**src/hdl/pin_select_pkg.sv**
```systemverilog
// constants for the remappable pin select crossbar
// assumes an APB slave port and a 10 MHz system clock
package pin_select_pkg;
    localparam int NUM_PINS = 26;                // remappable pins 0..25
    localparam int SEL_W = 5;                    // every selector field
    localparam int NUM_OUT = 4;                  // remappable pins 8..11
    localparam logic [SEL_W-1:0] SEL_MAX_PIN = 5'h19;   // highest routable pin
    localparam logic [SEL_W-1:0] SEL_GROUND = 5'h1F;    // tie input low
    localparam logic [SEL_W-1:0] RESET_IN_SEL = 5'h1F;  // inputs grounded at reset
    localparam logic [SEL_W-1:0] RESET_OUT_SEL = 5'h00; // outputs unassigned at reset
    localparam logic [SEL_W-1:0] FUNC_NONE = 5'h00;     // no peripheral
    localparam logic [SEL_W-1:0] FUNC_LAST = 5'h12;     // highest implemented function
    localparam int FUNC_W = 19;                  // width of function vector (FUNC_LAST+1)
    localparam int LO_LSB = 0;                   // low field lsb
    localparam int HI_LSB = 8;                   // high field lsb
    localparam int ADDR_W = 12;                  // decoded address bits
    localparam logic [ADDR_W-1:0] OFF_FAULT_MAP = 12'h000;
    localparam logic [ADDR_W-1:0] OFF_UART2_MAP = 12'h004;
    localparam logic [ADDR_W-1:0] OFF_OUT_8_9 = 12'h008;
    localparam logic [ADDR_W-1:0] OFF_OUT_10_11 = 12'h00C;
    localparam logic [31:0] READ_ZERO = 32'h00000000;   // unmapped and idle read data
endpackage : pin_select_pkg

```
**src/hdl/pin_sync_if.sv**
```systemverilog
// carrier between pin synchroniser and crossbar
// assumes both ends run on the same system clock
`timescale 1ns/10ps
interface pin_sync_if;
    logic [pin_select_pkg::NUM_PINS-1:0] raw;    // pin levels as they arrive
    logic [pin_select_pkg::NUM_PINS-1:0] level;  // filtered, clock-aligned levels
    modport sync (input raw, output level);
    modport user (output raw, input level);
endinterface : pin_sync_if

```
**src/hdl/pin_input_sync.sv**
```systemverilog
// three-stage synchroniser with agreement filter per pin
// assumes pins are asynchronous to CLK
`timescale 1ns/10ps
module pin_input_sync (
    input wire logic CLK,
    input wire logic RST_N,
    pin_sync_if.sync pins
);
    // all synchroniser state
    typedef struct packed {
        logic [pin_select_pkg::NUM_PINS-1:0] s1;    // metastability catcher
        logic [pin_select_pkg::NUM_PINS-1:0] s2;    // second stage
        logic [pin_select_pkg::NUM_PINS-1:0] s3;    // third stage
        logic [pin_select_pkg::NUM_PINS-1:0] level; // accepted level
    } sync_state_t;

    sync_state_t s;
    sync_state_t next_s;

    // s1 feeds only s2; a change counts once s2 and s3 agree
    always_comb begin
        next_s = s;
        next_s.s1 = pins.raw;
        next_s.s2 = s.s1;
        next_s.s3 = s.s2;
        // where the two later stages agree take their level, elsewhere hold the old one
        next_s.level = (s.s2 & s.s3) | ((s.s2 ^ s.s3) & s.level);
    end

    // register the copy
    always_ff @(posedge CLK or negedge RST_N) begin
        if (!RST_N) begin
            s <= '0;
        end else begin
            s <= next_s;
        end
    end

    assign pins.level = s.level;
endmodule : pin_input_sync

```
**src/hdl/remappable_pin_select.sv**
```systemverilog
// peripheral pin select crossbar with APB register access
// assumes APB master on CLK; pins asynchronous; peripheral outputs on CLK
`timescale 1ns/10ps
module remappable_pin_select (
    input wire logic CLK,
    input wire logic RST_N,
    input wire logic PSEL,
    input wire logic PENABLE,
    input wire logic PWRITE,
    input wire logic [pin_select_pkg::ADDR_W-1:0] PADDR,
    input wire logic [31:0] PWDATA,
    input wire logic [3:0] PSTRB,
    output logic [31:0] PRDATA,
    output logic PREADY,
    output logic PSLVERR,
    input wire logic [pin_select_pkg::NUM_PINS-1:0] REMAPPABLE_PIN_IN,
    output logic COMPARE_FAULT_A_INPUT,
    output logic UART2_RECEIVE_INPUT,
    output logic UART2_CTS_INPUT,
    input wire logic [pin_select_pkg::FUNC_W-1:0] PERIPH_FUNCTION_OUT,
    output logic [pin_select_pkg::NUM_OUT-1:0] REMAPPABLE_PIN_OUT,
    output logic [pin_select_pkg::NUM_OUT-1:0] REMAPPABLE_PIN_OE
);
    localparam int W = pin_select_pkg::SEL_W;

    // whole block state, outputs included so every port is a flop
    typedef struct packed {
        logic [W-1:0] fault_sel;                       // compare_fault_a_select
        logic [W-1:0] rx_sel;                          // uart2_receive_select
        logic [W-1:0] cts_sel;                         // uart2_cts_select
        logic [pin_select_pkg::NUM_OUT-1:0][W-1:0] out_sel; // pin8..pin11 functions
        logic fault_in;                                // routed peripheral inputs
        logic rx_in;
        logic cts_in;
        logic [pin_select_pkg::NUM_OUT-1:0] pin_out;   // function level per pin
        logic [pin_select_pkg::NUM_OUT-1:0] pin_oe;    // peripheral owns pin
        logic [31:0] rdata;                            // apb read data
        logic ready;                                   // apb ready
        logic slverr;                                  // apb error
        logic wrote;                                   // any write to a mapped register seen, for checks
    } xbar_state_t;

    xbar_state_t s;
    xbar_state_t next_s;

    pin_sync_if pins ();

    // three-flop synchroniser for the remappable pins
    pin_input_sync pin_input_sync_i (
        .CLK(CLK),
        .RST_N(RST_N),
        .pins(pins.sync)
    );

    assign pins.raw = REMAPPABLE_PIN_IN;

    // pick a pin for a peripheral input
    function automatic logic route_in(input logic [W-1:0] sel, input logic [pin_select_pkg::NUM_PINS-1:0] lv);
        logic r;
        r = 1'b0;
        if (sel <= pin_select_pkg::SEL_MAX_PIN) begin
            r = lv[sel];
        end
        // all-ones and the unused codes 26..30 give ground
        return r;
    endfunction : route_in

    // two fields packed into a register image; gaps read zero
    function automatic logic [31:0] pack2(input logic [W-1:0] hi, input logic [W-1:0] lo);
        logic [31:0] v;
        v = pin_select_pkg::READ_ZERO;
        v[pin_select_pkg::HI_LSB +: W] = hi;
        v[pin_select_pkg::LO_LSB +: W] = lo;
        return v;
    endfunction : pack2

    // byte-lane update of one field
    function automatic logic [W-1:0] lane(input logic [W-1:0] old, input logic en, input logic [W-1:0] wd);
        return en ? wd : old;
    endfunction : lane

    // the fault map has no high field
    function automatic logic [W-1:0] empty_field();
        return pin_select_pkg::RESET_OUT_SEL;
    endfunction : empty_field

    logic setup;            // apb setup cycle
    logic wr_take;          // write completes this edge
    logic [W-1:0] wd_lo;    // write data, low field
    logic [W-1:0] wd_hi;    // write data, high field

    assign setup = PSEL && !PENABLE;
    assign wr_take = PSEL && PENABLE && PWRITE && s.ready && !s.slverr;
    assign wd_lo = PWDATA[pin_select_pkg::LO_LSB +: W];
    assign wd_hi = PWDATA[pin_select_pkg::HI_LSB +: W];

    // output side decode, one copy per remappable output pin
    logic [pin_select_pkg::NUM_OUT-1:0] func_valid; // selector names an implemented function
    logic [pin_select_pkg::NUM_OUT-1:0] func_level; // that function's level, low when released
    for (genvar k = 0; k < pin_select_pkg::NUM_OUT; k++) begin : g_out_pin
        assign func_valid[k] = (s.out_sel[k] != pin_select_pkg::FUNC_NONE)
            && (s.out_sel[k] <= pin_select_pkg::FUNC_LAST);
        // codes past the last function index beyond the vector; the valid term masks them
        assign func_level[k] = func_valid[k] && PERIPH_FUNCTION_OUT[s.out_sel[k]];
    end

    // next-state logic: apb slave, registers, crossbar
    always_comb begin
        next_s = s;
        // ready answers the setup cycle, so every access has no wait state
        next_s.ready = setup;
        next_s.slverr = 1'b0;
        next_s.rdata = pin_select_pkg::READ_ZERO;
        if (setup) begin
            case (PADDR)
                pin_select_pkg::OFF_FAULT_MAP: begin
                    next_s.rdata = pack2(empty_field(), s.fault_sel);
                end
                pin_select_pkg::OFF_UART2_MAP: begin
                    next_s.rdata = pack2(s.cts_sel, s.rx_sel);
                end
                pin_select_pkg::OFF_OUT_8_9: begin
                    next_s.rdata = pack2(s.out_sel[1], s.out_sel[0]);
                end
                pin_select_pkg::OFF_OUT_10_11: begin
                    next_s.rdata = pack2(s.out_sel[3], s.out_sel[2]);
                end
                default: begin
                    // unmapped: error, read zero
                    next_s.slverr = 1'b1;
                end
            endcase
        end
        // writes land only at the completing access edge
        if (wr_take) begin
            next_s.wrote = 1'b1;
            case (PADDR)
                pin_select_pkg::OFF_FAULT_MAP: begin
                    next_s.fault_sel = lane(s.fault_sel, PSTRB[0], wd_lo);
                end
                pin_select_pkg::OFF_UART2_MAP: begin
                    next_s.rx_sel = lane(s.rx_sel, PSTRB[0], wd_lo);
                    next_s.cts_sel = lane(s.cts_sel, PSTRB[1], wd_hi);
                end
                pin_select_pkg::OFF_OUT_8_9: begin
                    next_s.out_sel[0] = lane(s.out_sel[0], PSTRB[0], wd_lo);
                    next_s.out_sel[1] = lane(s.out_sel[1], PSTRB[1], wd_hi);
                end
                pin_select_pkg::OFF_OUT_10_11: begin
                    next_s.out_sel[2] = lane(s.out_sel[2], PSTRB[0], wd_lo);
                    next_s.out_sel[3] = lane(s.out_sel[3], PSTRB[1], wd_hi);
                end
                default: begin
                    next_s.wrote = s.wrote;
                end
            endcase
        end
        // input side of the crossbar
        next_s.fault_in = route_in(s.fault_sel, pins.level);
        next_s.rx_in = route_in(s.rx_sel, pins.level);
        next_s.cts_in = route_in(s.cts_sel, pins.level);
        // output side: codes naming no function release the pin to port logic
        next_s.pin_oe = func_valid;
        next_s.pin_out = func_level;
    end

    // state register; inputs grounded, outputs unassigned after reset
    always_ff @(posedge CLK or negedge RST_N) begin
        if (!RST_N) begin
            s <= '0;
            s.fault_sel <= pin_select_pkg::RESET_IN_SEL;
            s.rx_sel <= pin_select_pkg::RESET_IN_SEL;
            s.cts_sel <= pin_select_pkg::RESET_IN_SEL;
            s.out_sel <= {pin_select_pkg::NUM_OUT{pin_select_pkg::RESET_OUT_SEL}};
        end else begin
            s <= next_s;
        end
    end

    // ports straight from flops
    assign PRDATA = s.rdata;
    assign PREADY = s.ready;
    assign PSLVERR = s.slverr;
    assign COMPARE_FAULT_A_INPUT = s.fault_in;
    assign UART2_RECEIVE_INPUT = s.rx_in;
    assign UART2_CTS_INPUT = s.cts_in;
    assign REMAPPABLE_PIN_OUT = s.pin_out;
    assign REMAPPABLE_PIN_OE = s.pin_oe;
endmodule : remappable_pin_select

```
**config.mk**
```make
export PLATFORM = sky130hd
export DESIGN_NAME = remappable_pin_select
export DESIGN_NICKNAME = d
export VERILOG_FILES = /design/src/hdl/pin_select_pkg.sv /design/src/hdl/pin_sync_if.sv /design/src/hdl/pin_input_sync.sv /design/src/hdl/remappable_pin_select.sv
export SDC_FILE = /design/constraint.sdc
export NUM_CORES = 1
export LEC_CHECK = 0
export ABC_AREA = 1
export BUFFER_PORTS_ARGS = -buffer_cell sky130_fd_sc_hd__buf_4
export CAP_MARGIN = 20
export CORE_MARGIN = 1.5
export CORE_UTILIZATION = 60
export CTS_CLUSTER_SIZE = 28
export DETAILED_ROUTE_END_ITERATION = 10
export GPL_ROUTABILITY_DRIVEN = 0
export PLACE_DENSITY = 0.85
export SYNTH_ARGS = -nofsm -noshare
export SYNTH_HDL_FRONTEND = slang
export SYNTH_HIERARCHICAL = 1
export SYNTH_SLANG_ARGS = --single-unit
```
**constraint.sdc**
```tcl
create_clock -name CLK -period 4.6 [get_ports CLK]
set_clock_uncertainty 0.05 [all_clocks]
set_input_delay 0.23 -clock CLK [delete_from_list [all_inputs] [get_ports CLK]]
set_output_delay 0.23 -clock CLK [all_outputs]
set_load 0.05 [all_outputs]
```
==> Word-level counts from Yosys, hierarchy flattened <==
Cells that the tools add are included.
{ "word_totals": {"ff_bits": 184, "input_bits": 98, "out_inout_bits": 45, "elab_cells": 89} }
{ "classes": {"magnitude_cmp": 14, "n_eq_ne": 3, "mux": 21, "bitwise": 4, "n_reduce_logical": 28} }
{ "op_table": {"columns": ["op", "n"], "rows": [
  ["26-bit AND", 2],
  ["13-bit case mux with 4 select lines", 1],
  ["5-bit by 6-bit < comparator with 1-bit output, second input constant", 7],
  ["1-bit binary-select mux with 5-bit select", 7],
  ["5-bit <= comparator, second input constant", 7],
  ["26-bit bitwise OR", 1],
  ["26-bit bitwise XOR", 1],
  ["12-bit by 4-bit == test with 1-bit output, second input constant", 2],
  ["3-bit AND reduction", 7],
  ["5-bit nonzero test", 4],
  ["1-bit logical AND", 13],
  ["13-bit 2-to-1 mux", 1],
  ["12-bit by 3-bit == test with 1-bit output, second input constant", 1],
  ["12-bit logical NOT", 1],
  ["1-bit 2-to-1 mux", 12],
  ["4-bit OR reduction", 1],
  ["1-bit logical NOT", 2]
]} }

==> Logic depth before layout (Yosys ltp) <==
Gate-level depths: netlist (run 1).
{ "logic_depth": {"depth_word": 5, "ltp_mapped": 11, "mapped_depth_nobuf": 9} }

==> Modules after synthesis <==
The synthesis (run 1) kept the hierarchy.
{ "modules_own_cells": {"columns": ["module", "n_inst", "cells_each", "area_each_um2", "seq_area_each_um2"], "rows": [
  ["remappable_pin_select", 1, 698, 4536.9, 1470.2],
  ["pin_input_sync", 1, 234, 3415.8, 2602.5]
]} }

==> Least setup slack after synthesis (run 1) <==
OpenSTA, ideal clock, no wires.
{ "synth_timing": {"path_type": "reg2reg", "startpoint": "register s (netlist bit PREADY)", "endpoint": "register s[70] (netlist name)", "setup_ps": 79, "arrival_time_ps": 1614, "required_time_ps": 4471, "path_slack_ps": 2857, "path_stages_with_launch": 7, "n_path_buf": 0, "period_less_slack_ps": 1743, "cell_sequence": "dfrtp_1 > nand4_1 > nor2_2 > nand2_1 > nor2_4 > nand2_1 > o21ai_0"} }
{ "synth_via": {"elab_chain_cells": 3} }
{ "synth_lines": {"columns": ["element", "line_no", "source"], "rows": [
  ["start, declared", "remappable_pin_select.sv:43", "xbar_state_t s;"],
  ["start signal, assigned", "remappable_pin_select.sv:176", "s <= next_s;"],
  ["1-bit logical AND (2 in series)", "remappable_pin_select.sv:93", "assign wr_take = PSEL && PENABLE && PWRITE && s.ready && !s.slverr;"],
  ["3-bit AND reduction (no source line)", null, null]
]} }
No other way between the ends.
A chain may end at the register's enable or synchronous reset.

==> results of run 1 <==
-- path summary, 6_finish.rpt --
path,cells past startpoint,to,from,slack (ps)
max reg2reg,9,COMPARE_FAULT_A_INPUT$_DFF_PN0_,s[76]$_DFFE_PN1P_,2680
min,3,s[57]$_DFFE_PN0P_,PWDATA[1],40
max in group asynchronous,3,REMAPPABLE_PIN_OE[0]$_DFF_PN0_,RST_N,3110
max,9,COMPARE_FAULT_A_INPUT$_DFF_PN0_,s[76]$_DFFE_PN1P_,2680
min in group asynchronous,2,pin_input_sync_i/next_s[55]$_DFF_PN0_,RST_N,220
min reg2reg,0,pin_input_sync_i/next_s[46]$_DFF_PN0_,pin_input_sync_i/next_s[72]$_DFF_PN0_,300
-- area by class of cell --
class                   instances  area share, %
flip-flops and latches        162          43.69
multi-input cells             594          31.51
repair buffers                136          12.01
clock buffers                  17          4.563
inverters                     109          4.389
well taps                     172          2.308
clock inverters                13          1.530
-- worst min-delay path: cells and delay by family --
family          cells  cell delay, ps
compound gates      1              60
buf+inv             1             140
simple gates        1              60
-- per-layer routing --
layer	wire length [um]	up-vias	global-route usage, %
met2	8523	340	42.48
met4	469	0	11.97
met3	1703	52	8.140
li1	-	3053	-
met5	0	-	0
met1	7038	2950	35.32
-- registers in the layout, indices dropped and copies added (netlist names) --
name                         cells
pin_input_sync_i/next_s         52
s                               35
pin_input_sync_i/pins.level     26
pin_input_sync_i/s              26
PRDATA                          10
REMAPPABLE_PIN_OE                4
REMAPPABLE_PIN_OUT               4
COMPARE_FAULT_A_INPUT            1
PREADY                           1
PSLVERR                          1
UART2_CTS_INPUT                  1
UART2_RECEIVE_INPUT              1
-- per-stage QoR --
stage                     hold WS, ps  std cells  util [%]  setup WS, ps  cell area, um^2
after floorplan                -115.6        953         -          2857             8031
after global placement          101.6       1135     65.56          2622             8374
after detailed placement        105.3       1135     65.56          2538             8374
after CTS                       20.06       1203     72.98          2733             9323
after global routing            47.64       1203     72.98          2561             9323
final                           36.88       1203     72.98          2677             9323
-- cells in the mapped netlist --
cell / n / area (um^2)
sky130_fd_sc_hd__o21ai_0: 30 / 150.1
sky130_fd_sc_hd__nand3_1: 86 / 430.4
sky130_fd_sc_hd__nand2_2: 1 / 6.260
sky130_fd_sc_hd__ha_1: 26 / 325.3
sky130_fd_sc_hd__inv_1: 104 / 390.4
sky130_fd_sc_hd__a21oi_1: 18 / 90.09
sky130_fd_sc_hd__nor2_8: 2 / 40.04
sky130_fd_sc_hd__nand2_1: 279 / 1047
sky130_fd_sc_hd__nor2_1: 42 / 157.7
sky130_fd_sc_hd__buf_6: 3 / 33.78
sky130_fd_sc_hd__o211ai_1: 6 / 45.04
sky130_fd_sc_hd__dfstp_2: 15 / 394.1
sky130_fd_sc_hd__nor2_4: 5 / 56.30
sky130_fd_sc_hd__o21ai_1: 36 / 180.2
sky130_fd_sc_hd__nand4_4: 2 / 42.54
sky130_fd_sc_hd__clkinv_1: 3 / 11.26
sky130_fd_sc_hd__buf_4: 66 / 495.5
sky130_fd_sc_hd__o31ai_1: 2 / 15.01
sky130_fd_sc_hd__or2_1: 1 / 6.260
sky130_fd_sc_hd__conb_1: 1 / 3.750
sky130_fd_sc_hd__buf_2: 9 / 45.04
sky130_fd_sc_hd__inv_2: 2 / 7.510
sky130_fd_sc_hd__nand3_4: 2 / 35.03
sky130_fd_sc_hd__dfrtp_1: 147 / 3679
sky130_fd_sc_hd__nor3_1: 11 / 55.05
sky130_fd_sc_hd__nand4_1: 16 / 100.1
sky130_fd_sc_hd__o211a_1: 2 / 20.02
sky130_fd_sc_hd__nor3_4: 2 / 32.53
sky130_fd_sc_hd__a21boi_0: 1 / 7.510
sky130_fd_sc_hd__clkbuf_1: 9 / 33.78
sky130_fd_sc_hd__nor2_2: 2 / 12.51
sky130_fd_sc_hd__buf_1: 1 / 3.750
-- cell families (layout without fill, tap and decap cells) --
logic type | after synthesis | count (layout) | share of synthesized area [%]
flops | 162 | 162 | 51.21
simple gates | 451 | 451 | 25.42
other cells | 1 | 22 | 0.04715
buf+inv | 197 | 275 | 12.84
fa+ha+maj | 26 | 26 | 4.091
compound gates | 95 | 95 | 6.388
-- power by group --
group / total [mW] / internal, mW / switching, mW
Combinational: 0.289 / 0.113 / 0.177
Sequential: 1.54 / 1.49 / 0.0480
Clock: 1.36 / 0.758 / 0.603
==> results.cfg, run 1 <==
[cts]
numCtsBuffers = 17
tritoncts = yes
cts_setup_buffers = 0
htree_levels = 4
clock_latency_ps = 440
cts_num_sinks = 162
cts_hold_buffers = 38
clk_root_buffer_cell = sky130_fd_sc_hd__clkbuf_16
cts-root-to-sink-buffers = 2
cts_resized = 0
worst_setup_hold_path_clk_slew_ps = 70

[power]
power_density_mw_per_mm2 = 341.8
irDropWorstVdd_uv = 341.7
fin_total_pwr_mw = 3.186
leakage_nw = 4.788

[worst_setup_path]
path_buf_inv = 1
timing.critical_path.from_type = flip-flop
crit_path_top_delay_cell = sky130_fd_sc_hd__dfstp_2
slowest_delay_ps = 740
critical_path.endpoint_type = flip-flop
crit_top_cell = sky130_fd_sc_hd__nand2_1
cp.required_ps = 4880
crit_family = flip-flops
critical_path.cell_chain = clkinv_1 > nand2_1 > nand3_1 > nand3_1 > nand2_1 > nand2_1 > nand2_1 > nand2_1 > nand2_1
critPathKind = flip-flop to flip-flop
crit_path_max_fanout = 19
cp_data_arrival_time_ps = 2200

[place]
place.port_buffers = 96
place_hpwl_um = 11960

[cells_and_area]
drive_above_1_share_pct = 15.62
n_fill_cell = 910
multi_input_area_mm2 = 0.002938
num_antenna_cells = 0
most_common_cell_after_layout_fill_and_taps_aside = sky130_fd_sc_hd__nand2_1
most-common-layout-cells = sky130_fd_sc_hd__nand2_1, sky130_fd_sc_hd__dfrtp_1, sky130_fd_sc_hd__inv_1, sky130_fd_sc_hd__buf_4, sky130_fd_sc_hd__nand3_1
ff_latch_area_mm2 = 0.004073
finish.net_count = 1144
layout-area-overhead-vs-synth_pct = 17.23

[sta]
grt_setup_unrepaired = false
timing.slew.headroom_pct = 42.66
finalSetupTns_ps = 0
timing.final.crit_period_ps = 1923
report.final.setup_viol = 0
hold_violations = 0
fmax_ghz = 0.5201
layout_worst_path_cycle_share_pct = 41.80
worst_slew_pin_slew_ps = 860.2
final_slew_violations = 0

[global_routing]
grt_pass1_wl_um = 29770
largest_net_degree_at_the_start_of_global_routing = 73
grt_antenna_before_repair = 0
globalRouteTotalUtil_pct = 27.21
global_route.overflow_total = 0
first_global_vias = 6200

[yosys]
sequential_cell_area_fraction_in_the_yosys_report_pct = 51.21
ys_seq_elements = 162
syn-instance-count = 932
synth.cell_area_mm2 = 0.007953
yosysUniqueCellTypes = 32
synth.avg_cell_area_um2 = 8.533
ys_warn_count = 6

[route]
drt_iter0_drc = 654
route.antenna.remaining_nets = 0
drt_pre_antenna_iters = 6
routed_wirelength_um = 17730
avgRoutedWirePerCell_um = 14.74
detail_route.drc_violations = 0
avgViaCountPerCell = 5.316
route.vias.total = 6395

[job]
max_cap_viol_count = 0

[floorplanning]
rows = 41
initial_core_util_pct = 62.26
floorplan.die.height_um = 118.1
io_pins = 143
placeableCoreArea_mm2 = 0.01277
chipWidth_um = 118.1
die_area_mm2 = 0.01395

[outcome]
outcome = finished, final reports clean

[hold_path]
hold_path.class = primary input to flip-flop
Power figures use the tool's default switching activity.
==> run 2, diff against run 1 <==
CORE_UTILIZATION = 51   (was 60)
PLACE_DENSITY = 0.77   (was 0.85)
clock period = 1.7 ns   (was 4.6 ns; I/O delays follow)
==> run 2 against run 1 <==
Die area is 17% higher. Final cell count up 2.7%. Sequential share of layout area down 0.98 points. Clock power grew to 2.9 times the previous value. Register-to-register slack got worse by 2600 ps. First-iteration DRC count shrank 10%. Non-clock buffer count is 15 higher. Largest cell class unchanged.
==> results.cfg, run 2 (synthesized netlist as in run 1, its figures left out) <==
[global_routing]
global_route.overflow_total = 0
globalRouteTotalUtil_pct = 22.40
largest_net_degree_at_the_start_of_global_routing = 55
grt_antenna_before_repair = 0
grt_pass1_wl_um = 28230
first_global_vias = 5929

[sta]
timing.final.crit_period_ps = 1600
finalSetupTns_ps = 0
fin_worst_hold_slack_ps = 29.54
report.final.setup_viol = 0
grt_setup_unrepaired = false
hold_violations = 0
layout_worst_path_cycle_share_pct = 94.13
fmax_ghz = 0.6249
final_slew_violations = 0
setup_slack_ps = 99.74

[cells_and_area]
largest_reg_flops = 52
most_common_cell_after_layout_fill_and_taps_aside = sky130_fd_sc_hd__nand2_1
layout-area-overhead-vs-synth_pct = 19.97
num_antenna_cells = 0
finish.net_count = 1159
n_fill_cell = 1310
post-route-cell-area_mm2 = 0.009540
final_cell_utilization_of_the_core_pct = 62.76
layoutNonFillerInstCount = 1236
most-common-layout-cells = sky130_fd_sc_hd__nand2_1, sky130_fd_sc_hd__dfrtp_1, sky130_fd_sc_hd__buf_4, sky130_fd_sc_hd__inv_1, sky130_fd_sc_hd__nand3_1
drive_above_1_share_pct = 16.98

[floorplanning]
chipWidth_um = 127.9
placeableCoreArea_mm2 = 0.01520
die_area_mm2 = 0.01635
rows = 45
io_pins = 143
initial_core_util_pct = 52.31
floorplan.die.height_um = 127.9

[power]
power.share.clock_pct = 44.3
power_density_mw_per_mm2 = 928.2
switching_share_pct = 24.82
pwr-share-seq_pct = 46.8
irDropWorstVdd_uv = 996.7
internal_power_mw = 6.657
part_of_the_power_in_combinational_logic_pct = 8.9
leakage_nw = 4.889
fin_total_pwr_mw = 8.855
p_sw_mw = 2.198

[worst_setup_path]
timing.critical_path.from_type = flip-flop
cp.required_ps = 1950
critPathKind = flip-flop to flip-flop
critical_path.endpoint_type = flip-flop
crit_path_max_fanout = 10
cp_data_arrival_time_ps = 1850

[cts]
tritoncts = yes
clk_root_buffer_cell = sky130_fd_sc_hd__clkbuf_16
worst_setup_hold_path_clk_slew_ps = 70
numCtsBuffers = 17
cts_setup_buffers = 0
cts-root-to-sink-buffers = 2
clock_latency_ps = 430
htree_levels = 4
cts_num_sinks = 162

[route]
drt_pre_antenna_iters = 6
detail_route.drc_violations = 0
avgViaCountPerCell = 5.203
routed_wirelength_um = 17690
avgRoutedWirePerCell_um = 14.31
route.vias.total = 6431
route.antenna.remaining_nets = 0
drt_iter0_drc = 587

[place]
place_hpwl_um = 12400
post-place-ws_ps = 120.3
dpl.cell_count = 1165
place_area_mm2 = 0.008538
place.port_buffers = 96

[outcome]
outcome = finished, final reports clean

[job]
max_cap_viol_count = 0

[hold_path]
hold_path.class = primary input to async pin
[run 2: cell count changes in the layout (fill, tap and decap cells not counted), sizes merged]
cell,change
buf,+14
clkbuf,+4
inv,-3
bufinv,+1
dlygate4sd3,+1
[run 2: worst paths after layout]
kind / start / to / slack [ps] / depth (start not counted)
worst max-delay path: s[76]$_DFFE_PN1P_ / COMPARE_FAULT_A_INPUT$_DFF_PN0_ / 100 / 9
worst min-delay path: RST_N / pin_input_sync_i/next_s[62]$_DFF_PN0_ / 30 / 2
worst max register to register: s[76]$_DFFE_PN1P_ / COMPARE_FAULT_A_INPUT$_DFF_PN0_ / 100 / 9
worst min register to register: pin_input_sync_i/next_s[76]$_DFF_PN0_ / pin_input_sync_i/next_s[50]$_DFF_PN0_ / 300 / 0
max in group asynchronous: RST_N / pin_input_sync_i/pins.level[18]$_DFF_PN0_ / 960 / 3
min in group CLK: PSTRB[0] / s[47]$_DFFE_PN0P_ / 30 / 4
[run 2: power groups by stage]
stage,sequential [mW],combinational (mW),clock (mW)
finish,4.15,0.786,3.92
global route,4.16,0.875,4.16
CTS,4.15,0.789,3.98
detailed placement,4.21,0.710,0
global placement,4.21,0.690,0
floorplan,4.16,0.534,0
[run 2: repair_timing]
item,4_1_cts,5_1_grt
hold buffers,39,0
setup endpoints to repair,0,3
endpoints found under the hold margin,210,0
gates resized for setup,0,1
[run 2: worst max-delay path, stage by stage, from the launching register on]
cell and delay [ps]:
sky130_fd_sc_hd__dfstp_2 530, sky130_fd_sc_hd__clkinv_1 250, sky130_fd_sc_hd__nand2_1 140, sky130_fd_sc_hd__nand3_1 110, sky130_fd_sc_hd__nand3_1 110, sky130_fd_sc_hd__nand2_1 70
sky130_fd_sc_hd__nand2_1 60, sky130_fd_sc_hd__nand2_1 50, sky130_fd_sc_hd__nand2_1 50, sky130_fd_sc_hd__nand2_1 60
[run 2: final cells by class]
class                   instances  area, um^2  share of cell area [%]
clock inverters                11       138.9                   1.456
flip-flops and latches        162        4074                   42.70
clock buffers                  21       470.5                   4.931
well taps                     188       235.2                   2.466
repair buffers                151        1272                   13.34
inverters                     109       409.1                   4.289
multi-input cells             594        2940                   30.82
[run 2: layer usage]
| metal | track usage [%] | part of all wire (%) |
|---|---|---|
| met4 | 8.989 | 2.5 |
| met2 | 36.84 | 49 |
| met5 | 0 | 0 |
| met1 | 28.50 | 41 |
| met3 | 5.634 | 7.7 |
